===== config.mk =====
export PLATFORM = sky130hd
export DESIGN_NAME = rxfs_top
export DESIGN_NICKNAME = d
export VERILOG_FILES = /design/src/hw/rxfs_pkg.sv /design/src/hw/rxfs_top.sv
export SDC_FILE = /design/constraint.sdc
export NUM_CORES = 1
export LEC_CHECK = 0
export ABC_AREA = 1
export BUFFER_PORTS_ARGS = -buffer_cell sky130_fd_sc_hd__buf_2
export CAP_MARGIN = 20
export CORE_AREA = 2 2 64 66
export DETAILED_ROUTE_END_ITERATION = 6
export DIE_AREA = 0 0 66 68
export PLACE_DENSITY = 0.82
export SETUP_SLACK_MARGIN = 0.02
export SLEW_MARGIN = 25
export SYNTH_ARGS = -nofsm -noshare
export SYNTH_HDL_FRONTEND = slang
export SYNTH_SLANG_ARGS = --single-unit
export TNS_END_PERCENT = 100

===== constraint.sdc =====
create_clock -name CLK -period 2.25 [get_ports CLK]
set_input_delay 0.5625 -clock CLK [delete_from_list [all_inputs] [get_ports CLK]]
set_output_delay 0.5625 -clock CLK [all_outputs]
set_load 0.02 [all_outputs]

===== src/hw/rxfs_pkg.sv =====
package rxfs_pkg;

    // register byte offsets on the apb window
    localparam logic [7:0] STATUS_OFS  = 8'h00;
    localparam logic [7:0] ENABLE_OFS  = 8'h04;
    localparam logic [7:0] COMMAND_OFS = 8'h08;

    // status / enable bit positions
    localparam int RX_INTR_BIT  = 0;
    localparam int CRC_BIT      = 1;
    localparam int OVF_BIT      = 2;
    localparam int LONG_BIT     = 3;
    localparam int GOOD_BIT     = 4;
    localparam int ALIGN_BIT    = 5;
    localparam int RUNT_BIT     = 6;

    // command register bit positions
    localparam int ACC_RUNT_BIT = 0;
    localparam int ACC_LONG_BIT = 1;
    localparam int ACC_CRC_BIT  = 2;

    // frame length limits in bytes
    localparam logic [15:0] MIN_FRAME_BYTES = 16'h0040;
    localparam logic [15:0] MAX_FRAME_BYTES = 16'h05ee;

    // reset values
    localparam logic [6:0] STATUS_RST  = 7'h00;
    localparam logic [6:0] ENABLE_RST  = 7'h00;
    localparam logic [2:0] COMMAND_RST = 3'h0;

    typedef struct packed {
        logic        done;
        logic [15:0] len_bytes;
        logic        odd_bits;
        logic        crc_bad;
    } rxfs_frame_t;

    typedef struct packed {
        logic        sel;
        logic        enable;
        logic        write;
        logic [7:0]  addr;
        logic [31:0] wdata;
    } rxfs_apb_req_t;

endpackage


===== src/hw/rxfs_top.sv =====
`timescale 1ns/1ps
module rxfs_top (
    // clock and reset
    input  wire logic        CLK,
    input  wire logic        RESET,
    // apb slave
    input  wire logic        PSEL,
    input  wire logic        PENABLE,
    input  wire logic        PWRITE,
    input  wire logic [7:0]  PADDR,
    input  wire logic [31:0] PWDATA,
    output logic      [31:0] PRDATA,
    output logic             PREADY,
    output logic             PSLVERR,
    // receive path events, same clock domain
    input  wire logic        FRAME_DONE,
    input  wire logic [15:0] FRAME_LEN,
    input  wire logic        FRAME_ODD_BITS,
    input  wire logic        FRAME_CRC_BAD,
    input  wire logic        FIFO_OVERFLOW,
    input  wire logic        FRAME_ACTIVE,
    // results
    output logic             FRAME_DELIVER,
    output logic             FRAME_DISCARD,
    output logic             RX_INTERRUPT
);

    rxfs_pkg::rxfs_frame_t   frm;
    rxfs_pkg::rxfs_apb_req_t req;

    logic [6:0] status_q;
    logic [6:0] status_d;
    logic [6:0] enable_q;
    logic [2:0] command_q;
    logic [6:0] set_ev;
    logic [6:0] clr_ev;
    logic       ovf_seen_q;
    logic       acc_access;
    logic       wr_access;
    logic       is_runt;
    logic       is_long;
    logic       drop;
    logic       irq_d;

    assign frm = '{done: FRAME_DONE, len_bytes: FRAME_LEN,
                   odd_bits: FRAME_ODD_BITS, crc_bad: FRAME_CRC_BAD};
    assign req = '{sel: PSEL, enable: PENABLE, write: PWRITE,
                   addr: PADDR, wdata: PWDATA};

    // registered pready: every access phase takes exactly two cycles
    assign acc_access = req.sel && req.enable && PREADY;
    assign wr_access  = acc_access && req.write;

    function automatic logic addr_hit(input logic [7:0] a, input logic [7:0] ofs);
        addr_hit = (a == ofs);
    endfunction

    // frame classification
    assign is_runt = frm.len_bytes < rxfs_pkg::MIN_FRAME_BYTES;
    assign is_long = frm.len_bytes > rxfs_pkg::MAX_FRAME_BYTES;

    // overflow during the frame marks it for discard until it ends
    always_ff @(posedge CLK or posedge RESET) begin
        if (RESET) begin
            ovf_seen_q <= 1'b0;
        end else if (frm.done) begin
            ovf_seen_q <= 1'b0;
        end else if (FIFO_OVERFLOW && FRAME_ACTIVE) begin
            ovf_seen_q <= 1'b1;
        end
    end

    always_comb begin
        set_ev = 7'h00;
        if (frm.done) begin
            set_ev[rxfs_pkg::RUNT_BIT]  = is_runt && !command_q[rxfs_pkg::ACC_RUNT_BIT];
            set_ev[rxfs_pkg::LONG_BIT]  = is_long && !command_q[rxfs_pkg::ACC_LONG_BIT];
            set_ev[rxfs_pkg::CRC_BIT]   = frm.crc_bad && !command_q[rxfs_pkg::ACC_CRC_BIT];
            set_ev[rxfs_pkg::ALIGN_BIT] = frm.odd_bits;
            set_ev[rxfs_pkg::GOOD_BIT]  = 1'b1;
        end
        set_ev[rxfs_pkg::OVF_BIT] = FIFO_OVERFLOW && FRAME_ACTIVE;
    end

    // a frame is dropped by an unaccepted runt, long or crc error or an overflow inside it; an align error alone does not drop it
    assign drop = set_ev[rxfs_pkg::RUNT_BIT] || set_ev[rxfs_pkg::LONG_BIT]
                || set_ev[rxfs_pkg::CRC_BIT] || ovf_seen_q
                || (FIFO_OVERFLOW && FRAME_ACTIVE);

    always_ff @(posedge CLK or posedge RESET) begin
        if (RESET) begin
            FRAME_DELIVER <= 1'b0;
            FRAME_DISCARD <= 1'b0;
        end else begin
            FRAME_DELIVER <= frm.done && !drop;
            FRAME_DISCARD <= frm.done && drop;
        end
    end

    // write one clears; bit 0 is derived and not stored
    assign clr_ev = (wr_access && addr_hit(req.addr, rxfs_pkg::STATUS_OFS))
                  ? {req.wdata[6:1], 1'b0} : 7'h00;

    // set wins over a clear landing in the same cycle
    assign status_d = (status_q & ~clr_ev) | {set_ev[6:1], 1'b0};

    always_ff @(posedge CLK or posedge RESET) begin
        if (RESET) begin
            status_q <= rxfs_pkg::STATUS_RST;
        end else begin
            status_q <= status_d;
        end
    end

    always_ff @(posedge CLK or posedge RESET) begin
        if (RESET) begin
            enable_q  <= rxfs_pkg::ENABLE_RST;
            command_q <= rxfs_pkg::COMMAND_RST;
        end else if (wr_access) begin
            if (addr_hit(req.addr, rxfs_pkg::ENABLE_OFS)) begin
                enable_q <= req.wdata[6:0];
            end
            if (addr_hit(req.addr, rxfs_pkg::COMMAND_OFS)) begin
                command_q <= req.wdata[2:0];
            end
        end
    end

    // interrupt follows next state so it tracks the flags with one register
    assign irq_d = |(status_d[6:1] & enable_q[6:1]);

    always_ff @(posedge CLK or posedge RESET) begin
        if (RESET) begin
            RX_INTERRUPT <= 1'b0;
        end else begin
            RX_INTERRUPT <= irq_d;
        end
    end

    // apb: one wait state, pready pulses in the second access cycle
    always_ff @(posedge CLK or posedge RESET) begin
        if (RESET) begin
            PREADY  <= 1'b0;
            PSLVERR <= 1'b0;
            PRDATA  <= 32'h0000_0000;
        end else begin
            PREADY  <= req.sel && req.enable && !PREADY;
            PSLVERR <= 1'b0;
            PRDATA  <= 32'h0000_0000;
            if (req.sel && req.enable && !PREADY) begin
                PSLVERR <= !(addr_hit(req.addr, rxfs_pkg::STATUS_OFS)
                          || addr_hit(req.addr, rxfs_pkg::ENABLE_OFS)
                          || addr_hit(req.addr, rxfs_pkg::COMMAND_OFS));
                if (!req.write) begin
                    case (1'b1)
                        addr_hit(req.addr, rxfs_pkg::STATUS_OFS): begin
                            PRDATA <= {25'h0, status_d[6:1], irq_d};
                        end
                        addr_hit(req.addr, rxfs_pkg::ENABLE_OFS): begin
                            PRDATA <= {25'h0, enable_q};
                        end
                        addr_hit(req.addr, rxfs_pkg::COMMAND_OFS): begin
                            PRDATA <= {29'h0, command_q};
                        end
                        default: begin
                            PRDATA <= 32'h0000_0000;
                        end
                    endcase
                end
            end
        end
    end

    // checks
    property p_runt_set;
        @(posedge CLK) disable iff (RESET)
        (frm.done && is_runt && !command_q[rxfs_pkg::ACC_RUNT_BIT])
            |=> status_q[rxfs_pkg::RUNT_BIT];
    endproperty
    a_runt_set: assert property (p_runt_set) else $error("runt flag not set");

    property p_runt_accept;
        @(posedge CLK) disable iff (RESET)
        (frm.done && is_runt && command_q[rxfs_pkg::ACC_RUNT_BIT] && !frm.crc_bad
         && !frm.odd_bits && !FIFO_OVERFLOW && !ovf_seen_q) |=> FRAME_DELIVER;
    endproperty
    a_runt_accept: assert property (p_runt_accept) else $error("accepted runt not delivered");

    property p_long_drop;
        @(posedge CLK) disable iff (RESET)
        (frm.done && is_long && !command_q[rxfs_pkg::ACC_LONG_BIT])
            |=> (FRAME_DISCARD && status_q[rxfs_pkg::LONG_BIT]);
    endproperty
    a_long_drop: assert property (p_long_drop) else $error("long frame not dropped");

    property p_crc_drop;
        @(posedge CLK) disable iff (RESET)
        (frm.done && frm.crc_bad && !command_q[rxfs_pkg::ACC_CRC_BIT])
            |=> (FRAME_DISCARD && !FRAME_DELIVER && status_q[rxfs_pkg::CRC_BIT]);
    endproperty
    a_crc_drop: assert property (p_crc_drop) else $error("crc frame not dropped");

    // an overflow mid-frame is remembered until the frame ends
    property p_ovf_mark;
        @(posedge CLK) disable iff (RESET)
        (FIFO_OVERFLOW && FRAME_ACTIVE && !frm.done) |=> ovf_seen_q;
    endproperty
    a_ovf_mark: assert property (p_ovf_mark) else $error("overflow not remembered");

    property p_ovf_hold;
        @(posedge CLK) disable iff (RESET)
        (ovf_seen_q && !frm.done) |=> ovf_seen_q;
    endproperty
    a_ovf_hold: assert property (p_ovf_hold) else $error("overflow mark lost");

    property p_ovf_discard;
        @(posedge CLK) disable iff (RESET)
        (frm.done && (ovf_seen_q || (FIFO_OVERFLOW && FRAME_ACTIVE)))
            |=> (FRAME_DISCARD && !FRAME_DELIVER);
    endproperty
    a_ovf_discard: assert property (p_ovf_discard) else $error("overflowed frame kept");

    property p_ovf_flag;
        @(posedge CLK) disable iff (RESET)
        (FIFO_OVERFLOW && FRAME_ACTIVE) |=> status_q[rxfs_pkg::OVF_BIT];
    endproperty
    a_ovf_flag: assert property (p_ovf_flag) else $error("overflow flag not set");

    property p_good_set;
        @(posedge CLK) disable iff (RESET)
        frm.done |=> status_q[rxfs_pkg::GOOD_BIT];
    endproperty
    a_good_set: assert property (p_good_set) else $error("good flag not set");

    // an enable write reaches the pin one cycle late, so that edge is skipped
    property p_irq_or;
        @(posedge CLK) disable iff (RESET)
        $stable(enable_q) |-> (RX_INTERRUPT == |(status_q[6:1] & enable_q[6:1]));
    endproperty
    a_irq_or: assert property (p_irq_or) else $error("interrupt not or of flags");

    property p_sticky;
        @(posedge CLK) disable iff (RESET)
        (status_q[rxfs_pkg::ALIGN_BIT] && !clr_ev[rxfs_pkg::ALIGN_BIT])
            |=> status_q[rxfs_pkg::ALIGN_BIT];
    endproperty
    a_sticky: assert property (p_sticky) else $error("flag lost without clear");

    property p_set_wins;
        @(posedge CLK) disable iff (RESET)
        (set_ev[rxfs_pkg::OVF_BIT] && clr_ev[rxfs_pkg::OVF_BIT]) |=> status_q[rxfs_pkg::OVF_BIT];
    endproperty
    a_set_wins: assert property (p_set_wins) else $error("clear beat set");

    property p_clear;
        @(posedge CLK) disable iff (RESET)
        (clr_ev[rxfs_pkg::RUNT_BIT] && !set_ev[rxfs_pkg::RUNT_BIT])
            |=> !status_q[rxfs_pkg::RUNT_BIT];
    endproperty
    a_clear: assert property (p_clear) else $error("write one did not clear");

    property p_align_set;
        @(posedge CLK) disable iff (RESET)
        (frm.done && frm.odd_bits) |=> status_q[rxfs_pkg::ALIGN_BIT];
    endproperty
    a_align_set: assert property (p_align_set) else $error("align flag not set");

    property p_runt_quiet;
        @(posedge CLK) disable iff (RESET)
        (frm.done && is_runt && command_q[rxfs_pkg::ACC_RUNT_BIT]
         && !status_q[rxfs_pkg::RUNT_BIT]) |=> !status_q[rxfs_pkg::RUNT_BIT];
    endproperty
    a_runt_quiet: assert property (p_runt_quiet) else $error("runt flag raised");

    property p_long_accept;
        @(posedge CLK) disable iff (RESET)
        (frm.done && is_long && command_q[rxfs_pkg::ACC_LONG_BIT] && !frm.crc_bad
         && !ovf_seen_q && !(FIFO_OVERFLOW && FRAME_ACTIVE)) |=> FRAME_DELIVER;
    endproperty
    a_long_accept: assert property (p_long_accept) else $error("long frame dropped");

    property p_long_quiet;
        @(posedge CLK) disable iff (RESET)
        (frm.done && is_long && command_q[rxfs_pkg::ACC_LONG_BIT]
         && !status_q[rxfs_pkg::LONG_BIT]) |=> !status_q[rxfs_pkg::LONG_BIT];
    endproperty
    a_long_quiet: assert property (p_long_quiet) else $error("long flag raised");

    property p_crc_accept;
        @(posedge CLK) disable iff (RESET)
        (frm.done && frm.crc_bad && command_q[rxfs_pkg::ACC_CRC_BIT] && !is_runt && !is_long
         && !ovf_seen_q && !(FIFO_OVERFLOW && FRAME_ACTIVE)) |=> FRAME_DELIVER;
    endproperty
    a_crc_accept: assert property (p_crc_accept) else $error("crc frame dropped");

    property p_crc_quiet;
        @(posedge CLK) disable iff (RESET)
        (frm.done && frm.crc_bad && command_q[rxfs_pkg::ACC_CRC_BIT]
         && !status_q[rxfs_pkg::CRC_BIT]) |=> !status_q[rxfs_pkg::CRC_BIT];
    endproperty
    a_crc_quiet: assert property (p_crc_quiet) else $error("crc flag raised");

    property p_good_clear;
        @(posedge CLK) disable iff (RESET)
        (clr_ev[rxfs_pkg::GOOD_BIT] && !set_ev[rxfs_pkg::GOOD_BIT])
            |=> !status_q[rxfs_pkg::GOOD_BIT];
    endproperty
    a_good_clear: assert property (p_good_clear) else $error("good flag kept");

    property p_align_clear;
        @(posedge CLK) disable iff (RESET)
        (clr_ev[rxfs_pkg::ALIGN_BIT] && !set_ev[rxfs_pkg::ALIGN_BIT])
            |=> !status_q[rxfs_pkg::ALIGN_BIT];
    endproperty
    a_align_clear: assert property (p_align_clear) else $error("align flag kept");

    property p_long_clear;
        @(posedge CLK) disable iff (RESET)
        (clr_ev[rxfs_pkg::LONG_BIT] && !set_ev[rxfs_pkg::LONG_BIT])
            |=> !status_q[rxfs_pkg::LONG_BIT];
    endproperty
    a_long_clear: assert property (p_long_clear) else $error("long flag kept");

    property p_crc_clear;
        @(posedge CLK) disable iff (RESET)
        (clr_ev[rxfs_pkg::CRC_BIT] && !set_ev[rxfs_pkg::CRC_BIT])
            |=> !status_q[rxfs_pkg::CRC_BIT];
    endproperty
    a_crc_clear: assert property (p_crc_clear) else $error("crc flag kept");

endmodule // rxfs_top


==> impl_metrics.toml <==
[worst_setup_path]
critical_path_class = "input port to flip-flop"
timing.critical_path.fanout_max = 14
worst_path_most_repeated_cell = "nand2_1"
timing.reg2reg.worst_path_depth = 11
worst_setup_path_startpoint = "PADDR[1]"
crit_family = "simple AND/OR/NAND/NOR gates"
cp_slowest_cell = "nor2_4"
arrival_ns = 1.94
element_type_at_the_critical_path_start = "input port"
regToRegEndpoint = "PRDATA[0]"
timing.critical_path.required_ns = 2.43
rrSetupSlack_ns = 0.72
timing.critical_path.to_type = "flip-flop"
critical_path.max_stage_delay_ns = 0.30
path_cells = "buf_2 -> nor2_2 -> nand2_1 -> nor2_4 -> nand3_1 -> nand2_1 -> nand2_1 -> nand2_1 -> nand2_1 -> nor2_2 -> nand3_1 -> nand2_1 -> inv_1"
critical_path_buffers_and_inverters = 2
timing.rr.start = "PREADY"

[floorplanning]
boundaryPins = 103
floorplan.die_area_mm2 = 0.00449
die_width_um = 66
chipHeight_um = 68
core_region_area_mm2 = 0.00386
num_rows = 23
floorplan.initialDensity = 0.434

[place]
globalplace.congestion = 0.871
detailed_place.area_mm2 = 0.00190
place_hpwl_um = 2600
port_buffers = 52
worst_setup_slack_before_clock_tree_synthesis_ns = 0.200
placed_cells = 317

[global_route]
grt_remaining_overflow = 0
grt_start_max_net_pins = 30
grt_first_pass_wirelength_um = 5290
antenna_found_initial = 0
first_global_vias = 1282
track_usage = 0.162

[cells_and_area]
antennaDiodeCount = 0
final-seq-area_um2 = 726
stdcell_count = 325
finalInstanceArea_mm2 = 0.00200
multi_input_comb_area_um2 = 717
number_of_nets_at_the_end_of_the_flow = 340
layout-area-overhead-vs-synth_pct = 19.4
post_route_cells_drive_above_1_share = 0.295
filler_cell_count = 392

[synth]
synth_area_per_cell_um2 = 7.74
synth_enable_flop_cells = 0
synth-warning-count = 0
synth_mux_area_frac = 0.0135
synthArstFlopShare = 1.00
synthesized_area_fraction_occupied_by_ao_oa_aoi_and_oai_cells = 0.0681
synth_simple_gate_area_frac = 0.291
yosys.cell_types.count = 24
yosys.area.top_type = "dfrtp_1"
synth_top_cells_by_area = "dfrtp_1, buf_4, nand2_1"
synth.top_cells.by_count = "nand2_1, dfrtp_1, inv_1, nor2_1, buf_4"
synthXorXnorAreaFrac = 0
synthCells = 216
ys_seq_elements = 29
synth.top_cell.area_share = 0.434
synth_seq_area_share = 0.434
synth_adder_area_share = 0
dominant_combinational_cell_family_by_area_after_synthesis = "simple AND/OR/NAND/NOR gates"
yosys.cell_count.top_type = "nand2_1"
syn-cell-area_mm2 = 0.00167
synthFlopType = "dfrtp_1"

[pwr]
cellLeakagePower_nw = 1.14
max-vdd-ir-drop_v = 0.000223
power.density_cell_area_mw_per_mm2 = 572
total_power_mw = 1.14

[timing]
finalSetupViolCount = 0
fmax_mhz = 567
final_min_period_over_clock_period = 0.783
final_max_slew_viol_count = 0
totalNegativeSetupSlack_ns = 0
hold_violation_total_from_the_final_report = 0
period_minus_slack_ns = 1.76
skew_ns = 0.00901
grt_setup_unrepaired = "false"
finalWorstSetupSlack_ns = 0.487

[flow_run]
timing.max_cap.violations = 0

[detailed_routing]
wl_um = 3280
drt_first_pass_iters = 4
detailed_route_iter0_violations = 58
routed_wire_length_per_instance_um = 10.1
avgViaCountPerCell = 4.36
antenna_violating_nets_post_route = 0
drc = 0
vias = 1416

[clock_tree]
clk_pin_slew_worst_paths_ns = 0.07
cts_repair_resize_count = 0
cts_buffer_depth = 2
clkSinkCount = 29
post-cts-setup-buffer-count = 0
cts_hold_buffers_added = 0
cts_tree = "done"
cell_at_the_root_of_the_clock_tree = "clkbuf_8"
cts-buffers-inserted = 5
htree_levels = 2
worst_skew_pair.late_latency_ns = 0.29

[outcome]
status = "finished clean"

[hold_path]
timing.hold.worst.class = "input port to asynchronous set/reset pin"
metal layers:
layer  global-route usage  wire (µm)  vias up
met2                0.290       1570       53
li1                     -          -      730
met4               0.0765         61        0
met1                0.170       1360      626
met5                    0          0        -
met3               0.0592        288        7
cell usage in the layout (no fill, tap or decap), types with 3 or more instances in the layout:
master,instances
buf_2,52
nand3_1,14
inv_1,27
a21oi_1,7
inv_2,3
clkbuf_8,7
o21ai_1,8
conb_1,25
dfrtp_1,29
nand2_1,47
nor2_1,27
nand2_2,5
o21ai_0,4
nor2_2,5
worst min-delay path, cell delays in order:
cell   delay [ns]
buf_2        0.09
inv_1        0.04
buf_4        0.33
cell families (layout without fill, tap and decap cells):
kind of cell,Yosys count,in the layout
compound gates,21,21
flops,29,29
mux,2,2
buf+inv,58,93
simple gates,105,105
other cells,1,25
how the worst max path moves through the flow:
| stage | slack [ns] | cells after the start | to |
|---|---|---|---|
| 2_1_floorplan | 0.63 | 11 | PRDATA[0] |
| 3_3_place_gp | 0.21 | 13 | PRDATA[0] |
| 3_5_place_dp | 0.20 | 13 | PRDATA[0] |
| 4_1_cts | 0.50 | 13 | PRDATA[0] |
| 5_1_grt | 0.28 | 13 | PRDATA[0] |
| 6_report | 0.49 | 13 | PRDATA[0] |
layout make-up:
| cell class | count | area share |
|---|---|---|
| clock inverter | 1 | 0.00250 |
| timing repair buffer | 54 | 0.138 |
| sequential | 29 | 0.363 |
| clock buffer | 7 | 0.0482 |
| tap | 50 | 0.0313 |
| multi-input combinational | 153 | 0.359 |
| inverter | 31 | 0.0582 |
report_power, final:
part	switching [mW]	internal, mW
Clock	0.197	0.276
Combinational	0.0971	0.0418
Sequential	0.00274	0.528
Total	0.297	0.846
state kept, by name, summed over array words and instances (netlist names):
register and count:
command_q 3, status_q 6, RX_INTERRUPT 1, PSLVERR 1
FRAME_DISCARD 1, PRDATA 7, enable_q 7, ovf_seen_q 1
FRAME_DELIVER 1, PREADY 1
stage by stage:
step | hold WS, ns | util
after floorplan | 0.452 | -
after global placement | 0.461 | 0.492
after detailed placement | 0.462 | 0.492
after CTS | 0.342 | 0.518
after global routing | 0.378 | 0.518
final | 0.330 | 0.518
Note: power is estimated with default switching activity, not from simulation.
